==> config.mk <==
export PLATFORM = sky130hd
export DESIGN_NAME = independent_watchdog
export DESIGN_NICKNAME = d
export VERILOG_FILES = /design/src/watchdog_pkg.sv /design/src/presc_if.sv /design/src/watchdog_prescaler.sv /design/src/independent_watchdog.sv
export VERILOG_INCLUDE_DIRS = /design/src
export SDC_FILE = /design/constraint.sdc
export NUM_CORES = 1
export LEC_CHECK = 0
export BUFFER_PORTS_ARGS = -buffer_cell sky130_fd_sc_hd__buf_4
export CAP_MARGIN = 10
export CORE_MARGIN = 3
export CORE_UTILIZATION = 40
export DETAILED_ROUTE_END_ITERATION = 10
export HOLD_SLACK_MARGIN = 0.1
export PLACE_DENSITY = 0.69
export SLEW_MARGIN = 40
export SYNTH_ARGS = -nofsm -noshare
export SYNTH_HDL_FRONTEND = slang
export SYNTH_SLANG_ARGS = --single-unit
==> constraint.sdc <==
create_clock -name sys_clk -period 2.9 [get_ports sys_clk]
set_clock_uncertainty 0.15 [all_clocks]
set_input_delay 0.145 -clock sys_clk [delete_from_list [all_inputs] [get_ports sys_clk]]
set_output_delay 0.145 -clock sys_clk [all_outputs]
set_load 0.005 [all_outputs]
==> src/watchdog_regs.svh <==
// Register offsets, field positions, reset values and counts of the independent watchdog.
`ifndef WATCHDOG_REGS_SVH
`define WATCHDOG_REGS_SVH

`define WDG_CTRL_OFFSET 12'h000
`define WDG_KEY_MSB 15
`define WDG_KEY_LSB 12
`define WDG_EN_BIT 8
`define WDG_CKSEL_BIT 6
`define WDG_STDBY_FRZ_BIT 5
`define WDG_STOP_FRZ_BIT 4
`define WDG_PR_MSB 2
`define WDG_PR_LSB 0
`define WDG_KEY_VALUE 4'ha
`define WDG_COUNT_W 12
`define WDG_COUNT_INIT 12'hfff
`define WDG_COUNT_ZERO 12'h000
`define WDG_PR_RESET 3'h0
`define WDG_RDATA_RESET 32'h0000_0000
`define WDG_PRESC_W 8

`endif

==> src/watchdog_pkg.sv <==
// Types shared by the independent watchdog and its prescaler.
`include "watchdog_regs.svh"

package watchdog_pkg;

  typedef enum logic [1:0] {
    MODE_IDLE = 2'b00,
    MODE_COUNT = 2'b01,
    MODE_HOLD = 2'b10,
    MODE_FIRED = 2'b11
  } wd_mode_e;

  typedef struct packed {
    logic en;
    logic stop_cksel;
    logic stdby_frz;
    logic stop_frz;
    logic [2:0] presc;
  } ctrl_s;

  typedef struct packed {
    logic int_s1;
    logic int_s2;
    logic int_s3;
    logic ext_s1;
    logic ext_s2;
    logic ext_s3;
    ctrl_s ctrl;
    logic [`WDG_COUNT_W-1:0] count;
    wd_mode_e mode;
    logic [31:0] rdata;
  } wd_state_s;

  typedef struct packed {
    logic [`WDG_PRESC_W-1:0] cnt;
    logic step;
  } presc_state_s;

endpackage : watchdog_pkg

==> src/presc_if.sv <==
// Link between the watchdog core and its prescaler.
`timescale 1ns/10ps

interface presc_if;
  logic src_tick;
  logic run;
  logic restart;
  logic [2:0] sel;
  logic step;

  modport ctrl (
    output src_tick,
    output run,
    output restart,
    output sel,
    input step
  );

  modport presc (
    input src_tick,
    input run,
    input restart,
    input sel,
    output step
  );
endinterface : presc_if

==> src/watchdog_prescaler.sv <==
// Selectable divide-by-2 to divide-by-256 prescaler feeding the watchdog counter.
`timescale 1ns/10ps
`include "watchdog_regs.svh"

module watchdog_prescaler #(
  parameter int PRESC_W = `WDG_PRESC_W
) (
  input wire logic sys_clk,
  input wire logic reset,
  presc_if.presc bus
);

  watchdog_pkg::presc_state_s st_r;
  watchdog_pkg::presc_state_s st_nxt;
  logic [PRESC_W:0] limit_wide;
  logic [PRESC_W-1:0] limit;

  ////////////////////////////////////////////////////////////////////////////////
  // Division limit: code n divides by 2 to the power n+1.

  always_comb
  begin
    limit_wide = ((PRESC_W+1)'(2) << bus.sel) - (PRESC_W+1)'(1);
    limit = limit_wide[PRESC_W-1:0];
  end

  always_comb
  begin
    st_nxt = st_r;
    st_nxt.step = 1'b0;
    if (bus.restart)
    begin
      st_nxt.cnt = '0;
    end
    else if (bus.run && bus.src_tick)
    begin
      if (st_r.cnt >= limit)
      begin
        st_nxt.cnt = '0;
        st_nxt.step = 1'b1;
      end
      else
      begin
        st_nxt.cnt = st_r.cnt + PRESC_W'(1);
      end
    end
  end

  always_ff @(posedge sys_clk)
  begin
    if (reset)
    begin
      st_r <= '0;
    end
    else
    begin
      st_r <= st_nxt;
    end
  end

  assign bus.step = st_r.step;
endmodule : watchdog_prescaler

==> src/independent_watchdog.sv <==
// Independent watchdog: control register on the peripheral bus, slow clock pick, 12-bit down-counter.
`timescale 1ns/10ps
`include "watchdog_regs.svh"

module independent_watchdog (
  input wire logic sys_clk,
  input wire logic reset,
  input wire logic psel,
  input wire logic penable,
  input wire logic pwrite,
  input wire logic [11:0] paddr,
  input wire logic [31:0] pwdata,
  output logic [31:0] prdata,
  output logic pready,
  output logic pslverr,
  input wire logic internal_slow_osc,
  input wire logic external_slow_osc,
  input wire logic stop_mode,
  input wire logic standby_mode,
  input wire logic debug_halt,
  input wire logic debug_halt_counter,
  input wire logic hw_start_option,
  output logic watchdog_reset_req,
  output logic [`WDG_COUNT_W-1:0] count_value
);

  watchdog_pkg::wd_state_s st_r;
  watchdog_pkg::wd_state_s st_nxt;
  logic addr_hit;
  logic wr_acc;
  logic key_hit;
  logic enabled;
  logic frozen;
  logic use_ext;
  logic int_tick;
  logic ext_tick;
  logic [31:0] rd_word;

  presc_if presc_link ();

  ////////////////////////////////////////////////////////////////////////////////
  // Bus decode and read word.

  always_comb
  begin
    addr_hit = (paddr == `WDG_CTRL_OFFSET);
    wr_acc = psel && penable && pwrite && addr_hit;
    key_hit = wr_acc && (pwdata[`WDG_KEY_MSB:`WDG_KEY_LSB] == `WDG_KEY_VALUE);
    enabled = st_r.ctrl.en || hw_start_option;
    // A halted core must not be reset by a counter it cannot service, when so chosen.
    frozen = (stop_mode && st_r.ctrl.stop_frz)
      || (standby_mode && st_r.ctrl.stdby_frz)
      || (debug_halt && debug_halt_counter);
    rd_word = `WDG_RDATA_RESET;
    rd_word[`WDG_KEY_MSB:`WDG_KEY_LSB] = `WDG_KEY_VALUE;
    rd_word[`WDG_EN_BIT] = enabled;
    rd_word[`WDG_CKSEL_BIT] = st_r.ctrl.stop_cksel;
    rd_word[`WDG_STDBY_FRZ_BIT] = st_r.ctrl.stdby_frz;
    rd_word[`WDG_STOP_FRZ_BIT] = st_r.ctrl.stop_frz;
    rd_word[`WDG_PR_MSB:`WDG_PR_LSB] = st_r.ctrl.presc;
  end

  ////////////////////////////////////////////////////////////////////////////////
  // Slow oscillator sampling and source pick.

  always_comb
  begin
    int_tick = st_r.int_s2 && !st_r.int_s3;
    ext_tick = st_r.ext_s2 && !st_r.ext_s3;
    use_ext = standby_mode || st_r.ctrl.stop_cksel;
  end

  assign presc_link.src_tick = use_ext ? ext_tick : int_tick;
  assign presc_link.run = enabled && !frozen && (st_r.mode != watchdog_pkg::MODE_FIRED);
  assign presc_link.restart = !enabled || key_hit;
  assign presc_link.sel = st_r.ctrl.presc;

  watchdog_prescaler #(
    .PRESC_W(`WDG_PRESC_W)
  ) u_prescaler (
    .sys_clk(sys_clk),
    .reset(reset),
    .bus(presc_link)
  );

  ////////////////////////////////////////////////////////////////////////////////
  // Next state.

  always_comb
  begin
    st_nxt = st_r;
    // Oscillators are foreign to sys_clk; stage one feeds stage two only.
    st_nxt.int_s1 = internal_slow_osc;
    st_nxt.int_s2 = st_r.int_s1;
    st_nxt.int_s3 = st_r.int_s2;
    st_nxt.ext_s1 = external_slow_osc;
    st_nxt.ext_s2 = st_r.ext_s1;
    st_nxt.ext_s3 = st_r.ext_s2;

    if (wr_acc)
    begin
      st_nxt.ctrl.en = pwdata[`WDG_EN_BIT];
      st_nxt.ctrl.stop_cksel = pwdata[`WDG_CKSEL_BIT];
      st_nxt.ctrl.stdby_frz = pwdata[`WDG_STDBY_FRZ_BIT];
      st_nxt.ctrl.stop_frz = pwdata[`WDG_STOP_FRZ_BIT];
      st_nxt.ctrl.presc = pwdata[`WDG_PR_MSB:`WDG_PR_LSB];
    end

    // Read data is captured in the setup phase so it comes from a flop in the access phase.
    if (psel && !penable && !pwrite)
    begin
      st_nxt.rdata = addr_hit ? rd_word : `WDG_RDATA_RESET;
    end

    unique case (st_r.mode)
      watchdog_pkg::MODE_IDLE,
      watchdog_pkg::MODE_COUNT,
      watchdog_pkg::MODE_HOLD:
      begin
        if (!enabled)
        begin
          st_nxt.mode = watchdog_pkg::MODE_IDLE;
          st_nxt.count = `WDG_COUNT_INIT;
        end
        else if (key_hit)
        begin
          st_nxt.count = `WDG_COUNT_INIT;
          st_nxt.mode = frozen ? watchdog_pkg::MODE_HOLD : watchdog_pkg::MODE_COUNT;
        end
        else if (frozen)
        begin
          st_nxt.mode = watchdog_pkg::MODE_HOLD;
        end
        else
        begin
          st_nxt.mode = watchdog_pkg::MODE_COUNT;
          if (presc_link.step)
          begin
            if (st_r.count == `WDG_COUNT_ZERO)
            begin
              // The step taken at zero is the 4096th, which closes the timeout.
              st_nxt.mode = watchdog_pkg::MODE_FIRED;
            end
            else
            begin
              st_nxt.count = st_r.count - `WDG_COUNT_W'(1);
            end
          end
        end
      end
      watchdog_pkg::MODE_FIRED:
      begin
        // Held until the device reset it requested comes back through reset.
        st_nxt.mode = watchdog_pkg::MODE_FIRED;
      end
    endcase
  end

  always_ff @(posedge sys_clk)
  begin
    if (reset)
    begin
      st_r.int_s1 <= 1'b0;
      st_r.int_s2 <= 1'b0;
      st_r.int_s3 <= 1'b0;
      st_r.ext_s1 <= 1'b0;
      st_r.ext_s2 <= 1'b0;
      st_r.ext_s3 <= 1'b0;
      st_r.ctrl <= '0;
      st_r.count <= `WDG_COUNT_INIT;
      st_r.mode <= watchdog_pkg::MODE_IDLE;
      st_r.rdata <= `WDG_RDATA_RESET;
    end
    else
    begin
      st_r <= st_nxt;
    end
  end

  ////////////////////////////////////////////////////////////////////////////////
  // Outputs.

  assign prdata = st_r.rdata;
  assign pready = 1'b1;
  assign pslverr = psel && penable && !addr_hit;
  assign watchdog_reset_req = (st_r.mode == watchdog_pkg::MODE_FIRED);
  assign count_value = st_r.count;
endmodule : independent_watchdog

# == Word-level counts from Yosys, hierarchy flattened ==
# Index checks and enable logic that the tools add are counted.
# totals
latch_bits,0
wordCells,77
rom_bits,0
memories,0
ram_bits,0
register_bits,68
# op_classes
order_cmp,1
eq_ne,8
n_shift,1
bitwise,1
div,0
n_addsub,3
muxes,13
multipliers,0
n_reduce_logical,34
# op_table
cell,count
14-bit 2-to-1 mux,3
12-bit logical NOT,2
12-bit 2-to-1 mux,2
16-bit 2-to-1 mux,1
1-bit logical AND,15
"12-bit by 1-bit subtractor with 12-bit output, second input constant",1
"8-bit by 1-bit adder with 8-bit output, second input constant",1
8-bit greater-or-equal comparator,1
8-bit 2-to-1 mux,1
"2-bit by 3-bit << shifter with 8-bit output, first input constant",1
"8-bit by 2-bit subtractor with 8-bit output, second input constant",1
1-bit logical NOT,7
2-bit 2-to-1 mux,3
"3-bit inequality test, second input constant",2
3-bit OR reduction,2
1-bit logical OR,5
"2-bit equality test, second input constant",2
"4-bit equality test, second input constant",1
2-bit one-hot mux with 2 select lines,1
4-bit AND reduction,1
"3-bit by 2-bit inequality test with 1-bit output, second input constant",1
"2-bit by 1-bit equality test with 1-bit output, second input constant",1
2-bit logical NOT,1
1-bit 2-to-1 mux,2
other kinds (3),3

# == Depth between registers and ports, before layout ==
# Gate-level depths: netlist of the first run.
# logic_depth
word_depth,9
depth_mapped,8
ltp_nobuf,7

# == Cells and area by module ==
# Synthesis of the first run repeated with hierarchy kept, for this count alone.
# hier_totals
cells_unflattened,323
area_unflattened_um2,2736.4
# modules_own_cells
mod,seq_area_each_um2,area_each_um2,cells_per_inst,instances
independent_watchdog,700.7,2038.2,245,1
watchdog_prescaler,180.2,698.2,78,1

# == Least setup slack after synthesis of the first run ==
# No wires, ideal clock.
# synth_path
path_kind,register to register
from,"register st_r, in the netlist presc_link.sel[1]"
to,register u_prescaler.st_r[8] in the netlist's numbering
required_time_ps,2680
path_slack_ps,837
arrival_ps,1842
stages_incl_launch_ff,9
setup_time_ps,70
synth_period_minus_slack_ps,2063
path_cell_list,dfxtp_1 -> clkbuf_1 -> a21oi_1 -> ha_1 -> a211oi_1 -> o21ai_0 -> a221oi_1 -> o21ai_1 -> a21oi_2
# synth_between
elab_chain_len,4
# synth_rtl
element,line,source
"start, declared",independent_watchdog.sv:27,watchdog_pkg::wd_state_s st_r;
"start signal, assigned",independent_watchdog.sv:176,st_r <= st_nxt;
2-bit by 3-bit << shifter with 8-bit output,watchdog_prescaler.sv:23,limit_wide = ((PRESC_W+1)'(2) << bus.sel) - (PRESC_W+1)'(1);
8-bit by 2-bit subtractor with 8-bit output,watchdog_prescaler.sv:23,
8-bit greater-or-equal comparator,watchdog_prescaler.sv:37,if (st_r.cnt >= limit)
8-bit 2-to-1 mux,watchdog_prescaler.sv:37,
"end signal, assigned",watchdog_prescaler.sv:57,st_r <= st_nxt;
"end, declared",watchdog_prescaler.sv:13,watchdog_pkg::presc_state_s st_r;
# No other way between the ends.
# A chain may end at the register's enable or synchronous reset.

# == Worst setup path in the final report of the first run ==
# layout_path
from,"register st_r, in the netlist count_value[0]"
to,register st_r[33] in the netlist's numbering
# layout_between
elab_chain_len,7
# layout_rtl
element,line,source
12-bit logical NOT (no source line),--,
2-bit 2-to-1 mux,independent_watchdog.sv:139,if (st_r.count == `WDG_COUNT_ZERO)
14-bit 2-to-1 mux,independent_watchdog.sv:137,if (presc_link.step)
2-bit 2-to-1 mux,independent_watchdog.sv:130,else if (frozen)
14-bit 2-to-1 mux,independent_watchdog.sv:125,else if (key_hit)
14-bit 2-to-1 mux,independent_watchdog.sv:120,if (!enabled)
2-bit one-hot mux with 2 select lines,independent_watchdog.sv:115,unique case (st_r.mode)
# No other way between the ends. The select of a mux whose other input is x is not followed.

==> results of run 1 <==
==> flip-flops by register name (all words and copies together) (netlist names) <==
register and cells:
u_prescaler.bus.step 1, st_r 5, rd_word 3, st_nxt 4, presc_link.sel 3, count_value 12
prdata 8, u_prescaler.st_r 8
==> logic make-up after synthesis <==
logic type / after synthesis
DFF: 44
muxes: 8
AOI/OAI and AO/OA: 49
adders and majority gates: 10
other: 2
and+or+nand+nor: 113
xor gates and xnor gates: 7
buffers and inverters: 61
==> through the flow <==
stage               hold slack (ns)  instances
detailed placement           0.2166        393
finish                       0.1747        419
floorplan                    0.1232        316
global placement             0.2087        393
CTS                          0.1686        419
global route                 0.2168        419
==> routing by layer <==
layer  vias up  part of all wire  wire length, um  track usage
met5         -                 0                0            0
met4         0             0.017               94      0.05180
met3        11             0.065              358      0.03729
met2        77              0.50             2764       0.2676
met1      1030              0.42             2287       0.1888
li1       1071                 -                -            -
==> power by group through the flow <==
| stage | Combinational [mW] | Clock (mW) | Sequential, mW |
|---|---|---|---|
| after global routing | 0.111 | 0.480 | 0.614 |
| after global placement | 0.0849 | 0 | 0.627 |
| after CTS | 0.0995 | 0.454 | 0.613 |
| after detailed placement | 0.0860 | 0 | 0.627 |
| final | 0.101 | 0.449 | 0.613 |
| after floorplan | 0.0632 | 0 | 0.626 |
==> cells in the mapped netlist (all sizes together) (5+ instances only) <==
library cell | number | area [um^2]
nor2 | 25 | 96.35
nand3 | 13 | 65.06
nand2 | 23 | 88.84
dfxtp | 44 | 880.8
or3 | 6 | 42.54
clkbuf | 9 | 36.29
xnor2 | 7 | 61.31
nor2b | 7 | 43.79
a211oi | 5 | 37.54
mux2i | 8 | 80.08
ha | 10 | 125.1
a21oi | 12 | 63.81
nor3 | 8 | 51.30
o21ai | 12 | 60.05
nor4 | 8 | 50.05
a31oi | 6 | 37.54
buf | 47 | 346.6
==> cell usage in the layout, fill, tap and decap left out, types with 4 or more instances in the layout <==
| cell | netlist | routed |
|---|---|---|
| nor2_1 | 24 | 24 |
| or2_2 | 4 | 4 |
| inv_1 | 4 | 4 |
| mux2i_1 | 8 | 8 |
| and2_1 | 4 | 4 |
| nor4_1 | 8 | 8 |
| a211oi_1 | 5 | 5 |
| nand3_1 | 13 | 13 |
| o21ai_0 | 11 | 11 |
| a21oi_1 | 11 | 11 |
| ha_1 | 10 | 10 |
| nand4_1 | 4 | 4 |
| or3_1 | 5 | 5 |
| dlygate4sd3_1 | 0 | 20 |
| xnor2_1 | 7 | 7 |
| nand2_1 | 22 | 22 |
| nor2b_1 | 7 | 7 |
| conb_1 | 2 | 24 |
| dfxtp_1 | 44 | 44 |
| buf_4 | 45 | 58 |
| clkbuf_8 | 0 | 5 |
| nor3_1 | 7 | 7 |
| a31oi_1 | 6 | 6 |
==> area by class of cell <==
type                       count  area, um^2
tap                           75       93.84
clock buffer                   5       68.82
clock inverter                 1       30.03
inverter                       5       18.77
timing repair buffer          78       635.6
sequential                    44       880.8
multi-input combinational    211        1281
fill                         578        2947
==> how the worst max path moves through the flow <==
stage / endpoint / slack [ns]
5_1_grt: st_r[33] / 0.31
2_1_floorplan: u_prescaler.st_r[8] / 0.84
3_3_place_gp: u_prescaler.st_r[8] / 0.67
6_report: st_r[33] / 0.40
4_1_cts: st_r[33] / 0.46
3_5_place_dp: u_prescaler.st_r[5] / 0.65
==> worst max-delay path, delay by kind of cell (launching register included) <==
kind,cells,cell delay [ns]
buf+inv,2,0.67
compound gates,1,0.16
simple gates,3,0.96
flops,1,0.35
fa+ha+maj,1,0.14
==> impl_metrics.env, run 1 <==
export IMPL_worst_path_max_delay_cell="dlygate4sd3_1"
export IMPL_hold_depth=4
export IMPL_die_x_um=84.76
export IMPL_r2r_start="count_value[0]"
export IMPL_relSlewSlack=0.5154
export IMPL_ant_nets=0
export IMPL_drive_above_1_share=0.2122
export IMPL_cts_buffer_depth=2
export IMPL_slew_violations=0
export IMPL_cp_required_ns=2.99
export IMPL_rsz0062_at_grt="false"
export IMPL_layout_min_cycle_time_ns=2.496
export IMPL_syn_inst=294
export IMPL_synth_top_family_by_area="simple AND/OR/NAND/NOR gates"
export IMPL_synth_xor_area_frac=0.02471
export IMPL_antenna_found_initial=0
export IMPL_wire_per_inst_um=13.13
export IMPL_grt_pass1_wl_mm=9.121
export IMPL_n_antenna_cell=0
export IMPL_drtIter0Drc=101
export IMPL_synthMuxAreaShare=0.03227
export IMPL_drt_first_pass_iters=4
export IMPL_synth_edff_count=0
export IMPL_clkPwrFrac=0.386
export IMPL_min_delay_start="hw_start_option"
export IMPL_insertion_delay_ns=0.30
export IMPL_cp_start_kind="register"
export IMPL_via_per_inst=5.224
export IMPL_drv_cap=0
export IMPL_clock_fmax_mhz=400.7
export IMPL_path_clk_slew_ns=0.08
export IMPL_p_total_mw=1.163
export IMPL_die_area_mm2=0.007184
export IMPL_dp_slack_ns=0.6519
export IMPL_hold_violations=0
export IMPL_cp_arrival_ns=2.58
export IMPL_finalInstanceArea_mm2=0.003009
export IMPL_synth_fa_ha_area_frac=0.05043
export IMPL_synth_async_reset_ratio=0
export IMPL_synth_seq_cells=44
export IMPL_boundaryPins=103
export IMPL_yosysSeqAreaShare=0.3550
export IMPL_synth_simple_gate_area_frac=0.2416
export IMPL_cts_tree="done"
export IMPL_synth_area_mm2=0.002481
export IMPL_cts_inserted_buffers=5
export IMPL_overflow=0
export IMPL_worst_pin_slew_ns=0.7235
export IMPL_final_util=0.5053
export IMPL_p_int_mw=0.9119
export IMPL_holdPathEnd="prdata[8]"
export IMPL_syn_avg_cell_area_um2=8.439
export IMPL_hpwlAfterDp_mm=3.997
export IMPL_grt_max_degree=29
export IMPL_switching_share=0.2159
export IMPL_initial_utilization=0.4166
export IMPL_setup_violations=0
export IMPL_cts_hold_fix_buffers=20
export IMPL_hp_class="in -> reg"
export IMPL_die_h_um=84.76
export IMPL_pwr_share_seq=0.527
export IMPL_drc=0
export IMPL_crit_path_max_incr_delay_ns=0.56
export IMPL_end_kind="register"
export IMPL_io_buffers=57
export IMPL_layout_nets=411
export IMPL_dpl_cell_area_mm2=0.002710
export IMPL_core_rowCount=28
export IMPL_crit_start="count_value[0]"
export IMPL_p_switching_mw=0.2512
export IMPL_place_gp_congestion=0.7977
export IMPL_yosysWarnings=0
export IMPL_power_density_mw_per_mm2=386.5
export IMPL_synth_compound_area_share=0.1311
export IMPL_leakage_nw=1.273
export IMPL_peakVddDrop_mv=0.2654
export IMPL_post_cts_buffers=0
export IMPL_vias=2189
export IMPL_r2r_cells=7
export IMPL_fin_crit_sh=0.8606
export IMPL_synth_cell_types=52
export IMPL_synthFlopType="dfxtp_1"
export IMPL_htreeDepth=2
export IMPL_area_growth_pct=21.28
export IMPL_finalSetupTns_ns=0
export IMPL_r2r_slack_ns=0.40
export IMPL_core_area_mm2=0.005956
export IMPL_r2r_end="st_r[33]"
export IMPL_status="complete, no violations"
export IMPL_crit_chain="inv_1 > ha_1 > or4b_1 > nor3_4 > a41oi_1 > nor2_1 > dlygate4sd3_1"
export IMPL_cts_resized=0
export IMPL_crit_type="reg -> reg"
export IMPL_wl_mm=5.503
export IMPL_crit_path_max_fanout=6
export IMPL_root_buffer="clkbuf_8"
export IMPL_combPwrFrac=0.087
export IMPL_grt_util_all_layers=0.1551
export IMPL_grt_pass1_vias=2040
export IMPL_cts_num_sinks=44
export IMPL_setup_ws_ns=0.4043
Power figures use the tool's default switching activity.
==> run 2, diff against run 1 <==
CORE_UTILIZATION = 35   (was 40)
GPL_TIMING_DRIVEN = 0   (was unset)
PLACE_DENSITY = unset   (was 0.69)
==> impl_metrics.env, run 2 (synthesized netlist as in run 1, its figures left out) <==
export IMPL_status="complete, no violations"
export IMPL_insertion_delay_ns=0.29
export IMPL_worst_path_max_delay_cell="a222oi_1"
export IMPL_final_common_cell="buf_4"
export IMPL_io_buffers=56
export IMPL_n_antenna_cell=0
export IMPL_core_rowCount=30
export IMPL_pwr_share_seq=0.536
export IMPL_dp_slack_ns=0.4313
export IMPL_htreeDepth=2
export IMPL_cts_inserted_buffers=5
export IMPL_grt_pass1_wl_mm=9.763
export IMPL_ant_nets=0
export IMPL_layout_nets=456
export IMPL_power_density_mw_per_mm2=344.9
export IMPL_cts_tree="done"
export IMPL_grt_util_all_layers=0.1438
export IMPL_crit_path_max_incr_delay_ns=0.57
export IMPL_path_clk_slew_ns=0.08
export IMPL_cts_resized=0
export IMPL_die_area_mm2=0.008135
export IMPL_grt_max_degree=14
export IMPL_leakage_nw=1.447
export IMPL_die_h_um=90.20
export IMPL_place_gp_congestion=0.8150
export IMPL_grt_pass1_vias=2113
export IMPL_antenna_found_initial=0
export IMPL_worst_pin_slew_ns=0.6016
export IMPL_fin_crit_sh=0.8572
export IMPL_slew_violations=0
export IMPL_drv_cap=0
export IMPL_overflow=0
export IMPL_wire_per_inst_um=11.68
export IMPL_p_total_mw=1.143
export IMPL_p_switching_mw=0.2647
export IMPL_p_int_mw=0.8784
export IMPL_wl_mm=5.690
export IMPL_hold_violations=0
export IMPL_end_kind="register"
export IMPL_cp_start_kind="register"
export IMPL_finalSetupTns_ns=0
export IMPL_clkPwrFrac=0.354
export IMPL_cts_num_sinks=44
export IMPL_cp_arrival_ns=2.50
export IMPL_core_area_mm2=0.006832
export IMPL_hpwlAfterDp_mm=4.384
export IMPL_cts_buffer_depth=2
export IMPL_root_buffer="clkbuf_8"
export IMPL_drc=0
export IMPL_drive_above_1_share=0.3095
export IMPL_area_growth_pct=33.59
export IMPL_cp_required_ns=2.91
export IMPL_largest_reg_flops=12
export IMPL_drt_first_pass_iters=4
export IMPL_crit_type="reg -> reg"
export IMPL_rsz0062_at_grt="false"
export IMPL_cts_hold_fix_buffers=11
export IMPL_layout_min_cycle_time_ns=2.486
export IMPL_clock_fmax_mhz=402.3
export IMPL_relSlewSlack=0.5963
export IMPL_die_x_um=90.20
export IMPL_post_cts_buffers=0
export IMPL_boundaryPins=103
export IMPL_setup_ws_ns=0.4141
export IMPL_drtIter0Drc=54
export IMPL_hp_class="in -> reg"
export IMPL_peakVddDrop_mv=0.1950
export IMPL_via_per_inst=4.569
export IMPL_setup_violations=0
export IMPL_switching_share=0.2316
export IMPL_crit_chain="a222oi_1 > nand2_2 > or3_4 > o21ai_1 > nor2_1"
export IMPL_initial_utilization=0.3632
export IMPL_combPwrFrac=0.110
export IMPL_layout_common_cells="101 x buf_4, 44 x dfxtp_1, 24 x nor2_1, 24 x conb_1, 22 x nand2_1"
export IMPL_crit_path_max_fanout=8
export IMPL_vias=2225
## run 2: cell types whose count changed in the layout (fill, tap and decap cells not counted), moves of 2 or more
cell and change:
clkbuf_1 +8, clkbuf_2 +2, buf_4 +43, dlygate4sd3_1 -9
## run 2: per-layer routing
layer | vias to the layer above | routed length [um] | GRT usage
li1 | 1161 | - | -
met1 | 1008 | 2524 | 0.1768
met2 | 49 | 2800 | 0.2446
met3 | 7 | 278 | 0.03347
met4 | 0 | 86 | 0.05230
met5 | - | 0 | 0
## run 2: area by class of cell
type / count / area, um^2
well taps: 96 / 120.1
plain buffers: 56 / 382.9
inverters: 5 / 18.77
fillers: 704 / 3517
repair buffers: 67 / 530.5
flip-flops and latches: 44 / 880.8
multi-input cells: 211 / 1287
clock buffers: 7 / 86.33
clock inverters: 1 / 7.507
## run 2: power groups by stage
stage	logic, mW	registers (mW)	clock network (mW)
CTS	0.124	0.613	0.419
detailed placement	0.113	0.627	0
global route	0.140	0.614	0.443
global placement	0.111	0.627	0
floorplan	0.0632	0.626	0
finish	0.125	0.613	0.405
## run 2: per-stage QoR
stage	area (um^2)	hold slack [ns]	instances	utilization
after CTS	3308	0.1274	487	0.4842
after floorplan	2564	0.1232	316	-
after detailed placement	3104	0.2133	468	0.4544
after global routing	3314	0.1610	487	0.4852
final	3314	0.1410	487	0.4852
after global placement	3104	0.2078	468	0.4544
## run 2: worst paths after layout
path         slack (ns)             from  cells past startpoint             endpoint
max                0.41       rd_word[4]                      5  u_prescaler.st_r[4]
min                0.14  hw_start_option                      5             st_r[33]
min reg2reg        0.30       st_nxt[57]                      1           st_nxt[56]
max reg2reg        0.41       rd_word[4]                      5  u_prescaler.st_r[4]
## run 2: worst max-delay path, delay by kind of cell, from the launching register on
family	cells	cell delay, ns
AOI/OAI and AO/OA	2	1.08
and+or+nand+nor	3	0.79
DFF	1	0.33
==> run 3, diff against run 2 <==
ABC_AREA = 1   (was unset)
TNS_END_PERCENT = 100   (was unset)
==> impl_metrics.env, run 3 <==
export IMPL_via_per_inst=4.316
export IMPL_hp_class="in -> reg"
export IMPL_hold_depth=4
export IMPL_drv_cap=0
export IMPL_worst_path_max_delay_cell="dlygate4sd3_1"
export IMPL_synth_area_mm2=0.002761
export IMPL_layout_common_cells="102 x buf_4, 93 x nand2_1, 53 x nand3_1"
export IMPL_die_h_um=94.83
export IMPL_register_area_um2=880.8
export IMPL_cts_tree="done"
export IMPL_cts_num_sinks=44
export IMPL_n_antenna_cell=0
export IMPL_drt_first_pass_iters=4
export IMPL_r2r_end="u_prescaler.st_r[7]"
export IMPL_ys_top_cells_by_count="93 x nand2_1, 53 x nand3_1, 45 x buf_4"
export IMPL_power_density_mw_per_mm2=367.0
export IMPL_vias=2598
export IMPL_root_buffer="clkbuf_8"
export IMPL_finalSetupTns_ns=0
export IMPL_drtIter0Drc=79
export IMPL_drive_above_1_share=0.2624
export IMPL_grt_pass1_vias=2351
export IMPL_min_delay_start="standby_mode"
export IMPL_wire_per_inst_um=10.58
export IMPL_io_buffers=57
export IMPL_pwr_share_seq=0.478
export IMPL_path_clk_slew_ns=0.09
export IMPL_boundaryPins=103
export IMPL_r2r_slack_ns=0.76
export IMPL_clkPwrFrac=0.366
export IMPL_crit_path_max_incr_delay_ns=0.56
export IMPL_drc=0
export IMPL_synth_most_common_cell="nand2_1"
export IMPL_switching_share=0.2538
export IMPL_yosys_top_cells_area="dfxtp_1 32%, nand2_1 13%, buf_4 12%"
export IMPL_end_kind="register"
export IMPL_synthFlopType="dfxtp_1"
export IMPL_hold_violations=0
export IMPL_initial_utilization=0.3708
export IMPL_insertion_delay_ns=0.30
export IMPL_peakVddDrop_mv=0.2511
export IMPL_rsz0062_at_grt="false"
export IMPL_hold_slack_ns=0.1255
export IMPL_overflow=0
export IMPL_cts_buffer_depth=2
export IMPL_r2r_cells=9
export IMPL_grt_util_all_layers=0.1478
export IMPL_clock_fmax_mhz=427.7
export IMPL_cp_start_kind="primary input"
export IMPL_antenna_found_initial=0
export IMPL_area_growth_pct=31.90
export IMPL_yosysWarnings=0
export IMPL_htreeDepth=2
export IMPL_grt_max_degree=16
export IMPL_fin_crit_sh=0.8062
export IMPL_holdPathEnd="st_r[32]"
export IMPL_setup_violations=0
export IMPL_die_x_um=94.83
export IMPL_crit_path_max_fanout=10
export IMPL_crit_type="in -> reg"
export IMPL_core_area_mm2=0.007447
export IMPL_syn_inst=403
export IMPL_ant_nets=0
export IMPL_wl_mm=6.367
export IMPL_synth_edff_count=0
export IMPL_p_switching_mw=0.3393
export IMPL_leakage_nw=1.784
export IMPL_layout_nets=568
export IMPL_cp_arrival_ns=2.38
export IMPL_p_int_mw=0.9974
export IMPL_core_rowCount=31
export IMPL_final_common_cell="buf_4"
export IMPL_cts_inserted_buffers=5
export IMPL_yosysSeqAreaShare=0.3190
export IMPL_synth_top_area_cell="dfxtp_1"
export IMPL_slew_violations=0
export IMPL_synth_async_reset_ratio=0
export IMPL_layout_min_cycle_time_ns=2.338
export IMPL_syn_avg_cell_area_um2=6.852
export IMPL_synth_cell_types=30
export IMPL_largest_reg_flops=12
export IMPL_crit_chain="dlygate4sd3_1 > buf_4 > nand2_1 > dlygate4sd3_1 > nand4_1 > nor2_2 > inv_1 > nand2_1 > a21oi_1"
export IMPL_combPwrFrac=0.156
export IMPL_final_util=0.4891
export IMPL_grt_pass1_wl_mm=10.54
export IMPL_n_fill_cell=745
export IMPL_synth_seq_cells=44
export IMPL_cp_required_ns=2.94
export IMPL_hpwlAfterDp_mm=4.860
export IMPL_r2r_start="presc_link.sel[1]"
export IMPL_multi_input_area_mm2=0.001430
export IMPL_die_area_mm2=0.008992
export IMPL_status="complete, no violations"
export IMPL_synth_top_area_frac=0.3190
export IMPL_place_gp_congestion=0.8106
## run 3: cell count changes after synthesis, moves of 6 or more
cell and delta:
nand2_1 +71, xnor2_1 -6, inv_1 +32, nor2b_1 -7, nor2_1 +11, nand3_1 +40
nor4_1 -8, mux2i_1 -8, a21oi_1 +19, xor2_1 +6, a31oi_1 -6
## run 3: what timing repair did
| action | in CTS | in global routing |
|---|---|---|
| endpoints found under the hold margin | 13 | 0 |
| resized for setup | 0 | 0 |
| buffers inserted | 0 | 0 |
| hold buffers | 13 | 0 |
## run 3: metrics by stage
| stage | setup WS, ns | instances | instance area, um^2 | total power, mW |
|---|---|---|---|---|
| 6_report | 0.5620 | 602 | 3642 | 1.337 |
| 4_1_cts | 0.5642 | 602 | 3642 | 1.352 |
| 5_1_grt | 0.3823 | 602 | 3642 | 1.406 |
| 3_3_place_gp | 0.8663 | 581 | 3396 | 0.8466 |
| 2_1_floorplan | 1.125 | 425 | 2844 | 0.7707 |
| 3_5_place_dp | 0.8277 | 581 | 3396 | 0.8501 |
## run 3: area by class of cell
cell class	count	area share
Multi-Input combinational cell	287	0.3926
Sequential cell	44	0.2418
Timing Repair Buffer	70	0.1532
Buffer	54	0.1051
Inverter	40	0.04122
Tap cell	99	0.03401
Clock buffer	5	0.01889
Clock inverter	3	0.01305
## run 3: power groups by stage
| stage | logic [mW] | clock network (mW) | registers (mW) |
|---|---|---|---|
| after floorplan | 0.122 | 0 | 0.648 |
| after global placement | 0.193 | 0 | 0.653 |
| after detailed placement | 0.196 | 0 | 0.654 |
| after CTS | 0.209 | 0.503 | 0.640 |
| after global routing | 0.235 | 0.528 | 0.643 |
| final | 0.209 | 0.489 | 0.640 |
## run 3: per-layer routing
metal	track usage	share of wire	vias up
met5	0	0	-
met4	0.04808	0.0079	0
met3	0.02869	0.056	4
met2	0.2531	0.49	60
met1	0.1856	0.45	1117
li1	-	-	1417
## run 3: how the worst max path moves through the flow
stage	start	endpoint	cells after the start
after floorplan	presc_link.sel[1]	u_prescaler.st_r[5]	9
after global placement	presc_link.sel[1]	u_prescaler.st_r[1]	9
after detailed placement	presc_link.sel[1]	u_prescaler.st_r[6]	9
after CTS	debug_halt_counter	u_prescaler.st_r[4]	9
after global routing	debug_halt_counter	u_prescaler.st_r[3]	9
final	debug_halt_counter	u_prescaler.st_r[7]	9
## run 3: critical path: cells and delay by family
| kind | cells | cell delay [ns] |
|---|---|---|
| compound gates | 1 | 0.07 |
| buf+inv | 4 | 1.44 |
| simple gates | 4 | 0.72 |
## run 3: cell families (layout without fill, tap and decap cells)
| logic type | count (synthesis) | count (layout) | share of synthesized area |
|---|---|---|---|
| simple gates | 205 | 205 | 0.3425 |
| buf+inv | 94 | 172 | 0.1930 |
| flops | 44 | 44 | 0.3190 |
| compound gates | 41 | 41 | 0.07521 |
| fa+ha+maj | 10 | 10 | 0.04531 |
| xor+xnor | 7 | 7 | 0.02220 |
| other cells | 2 | 24 | 0.002720 |
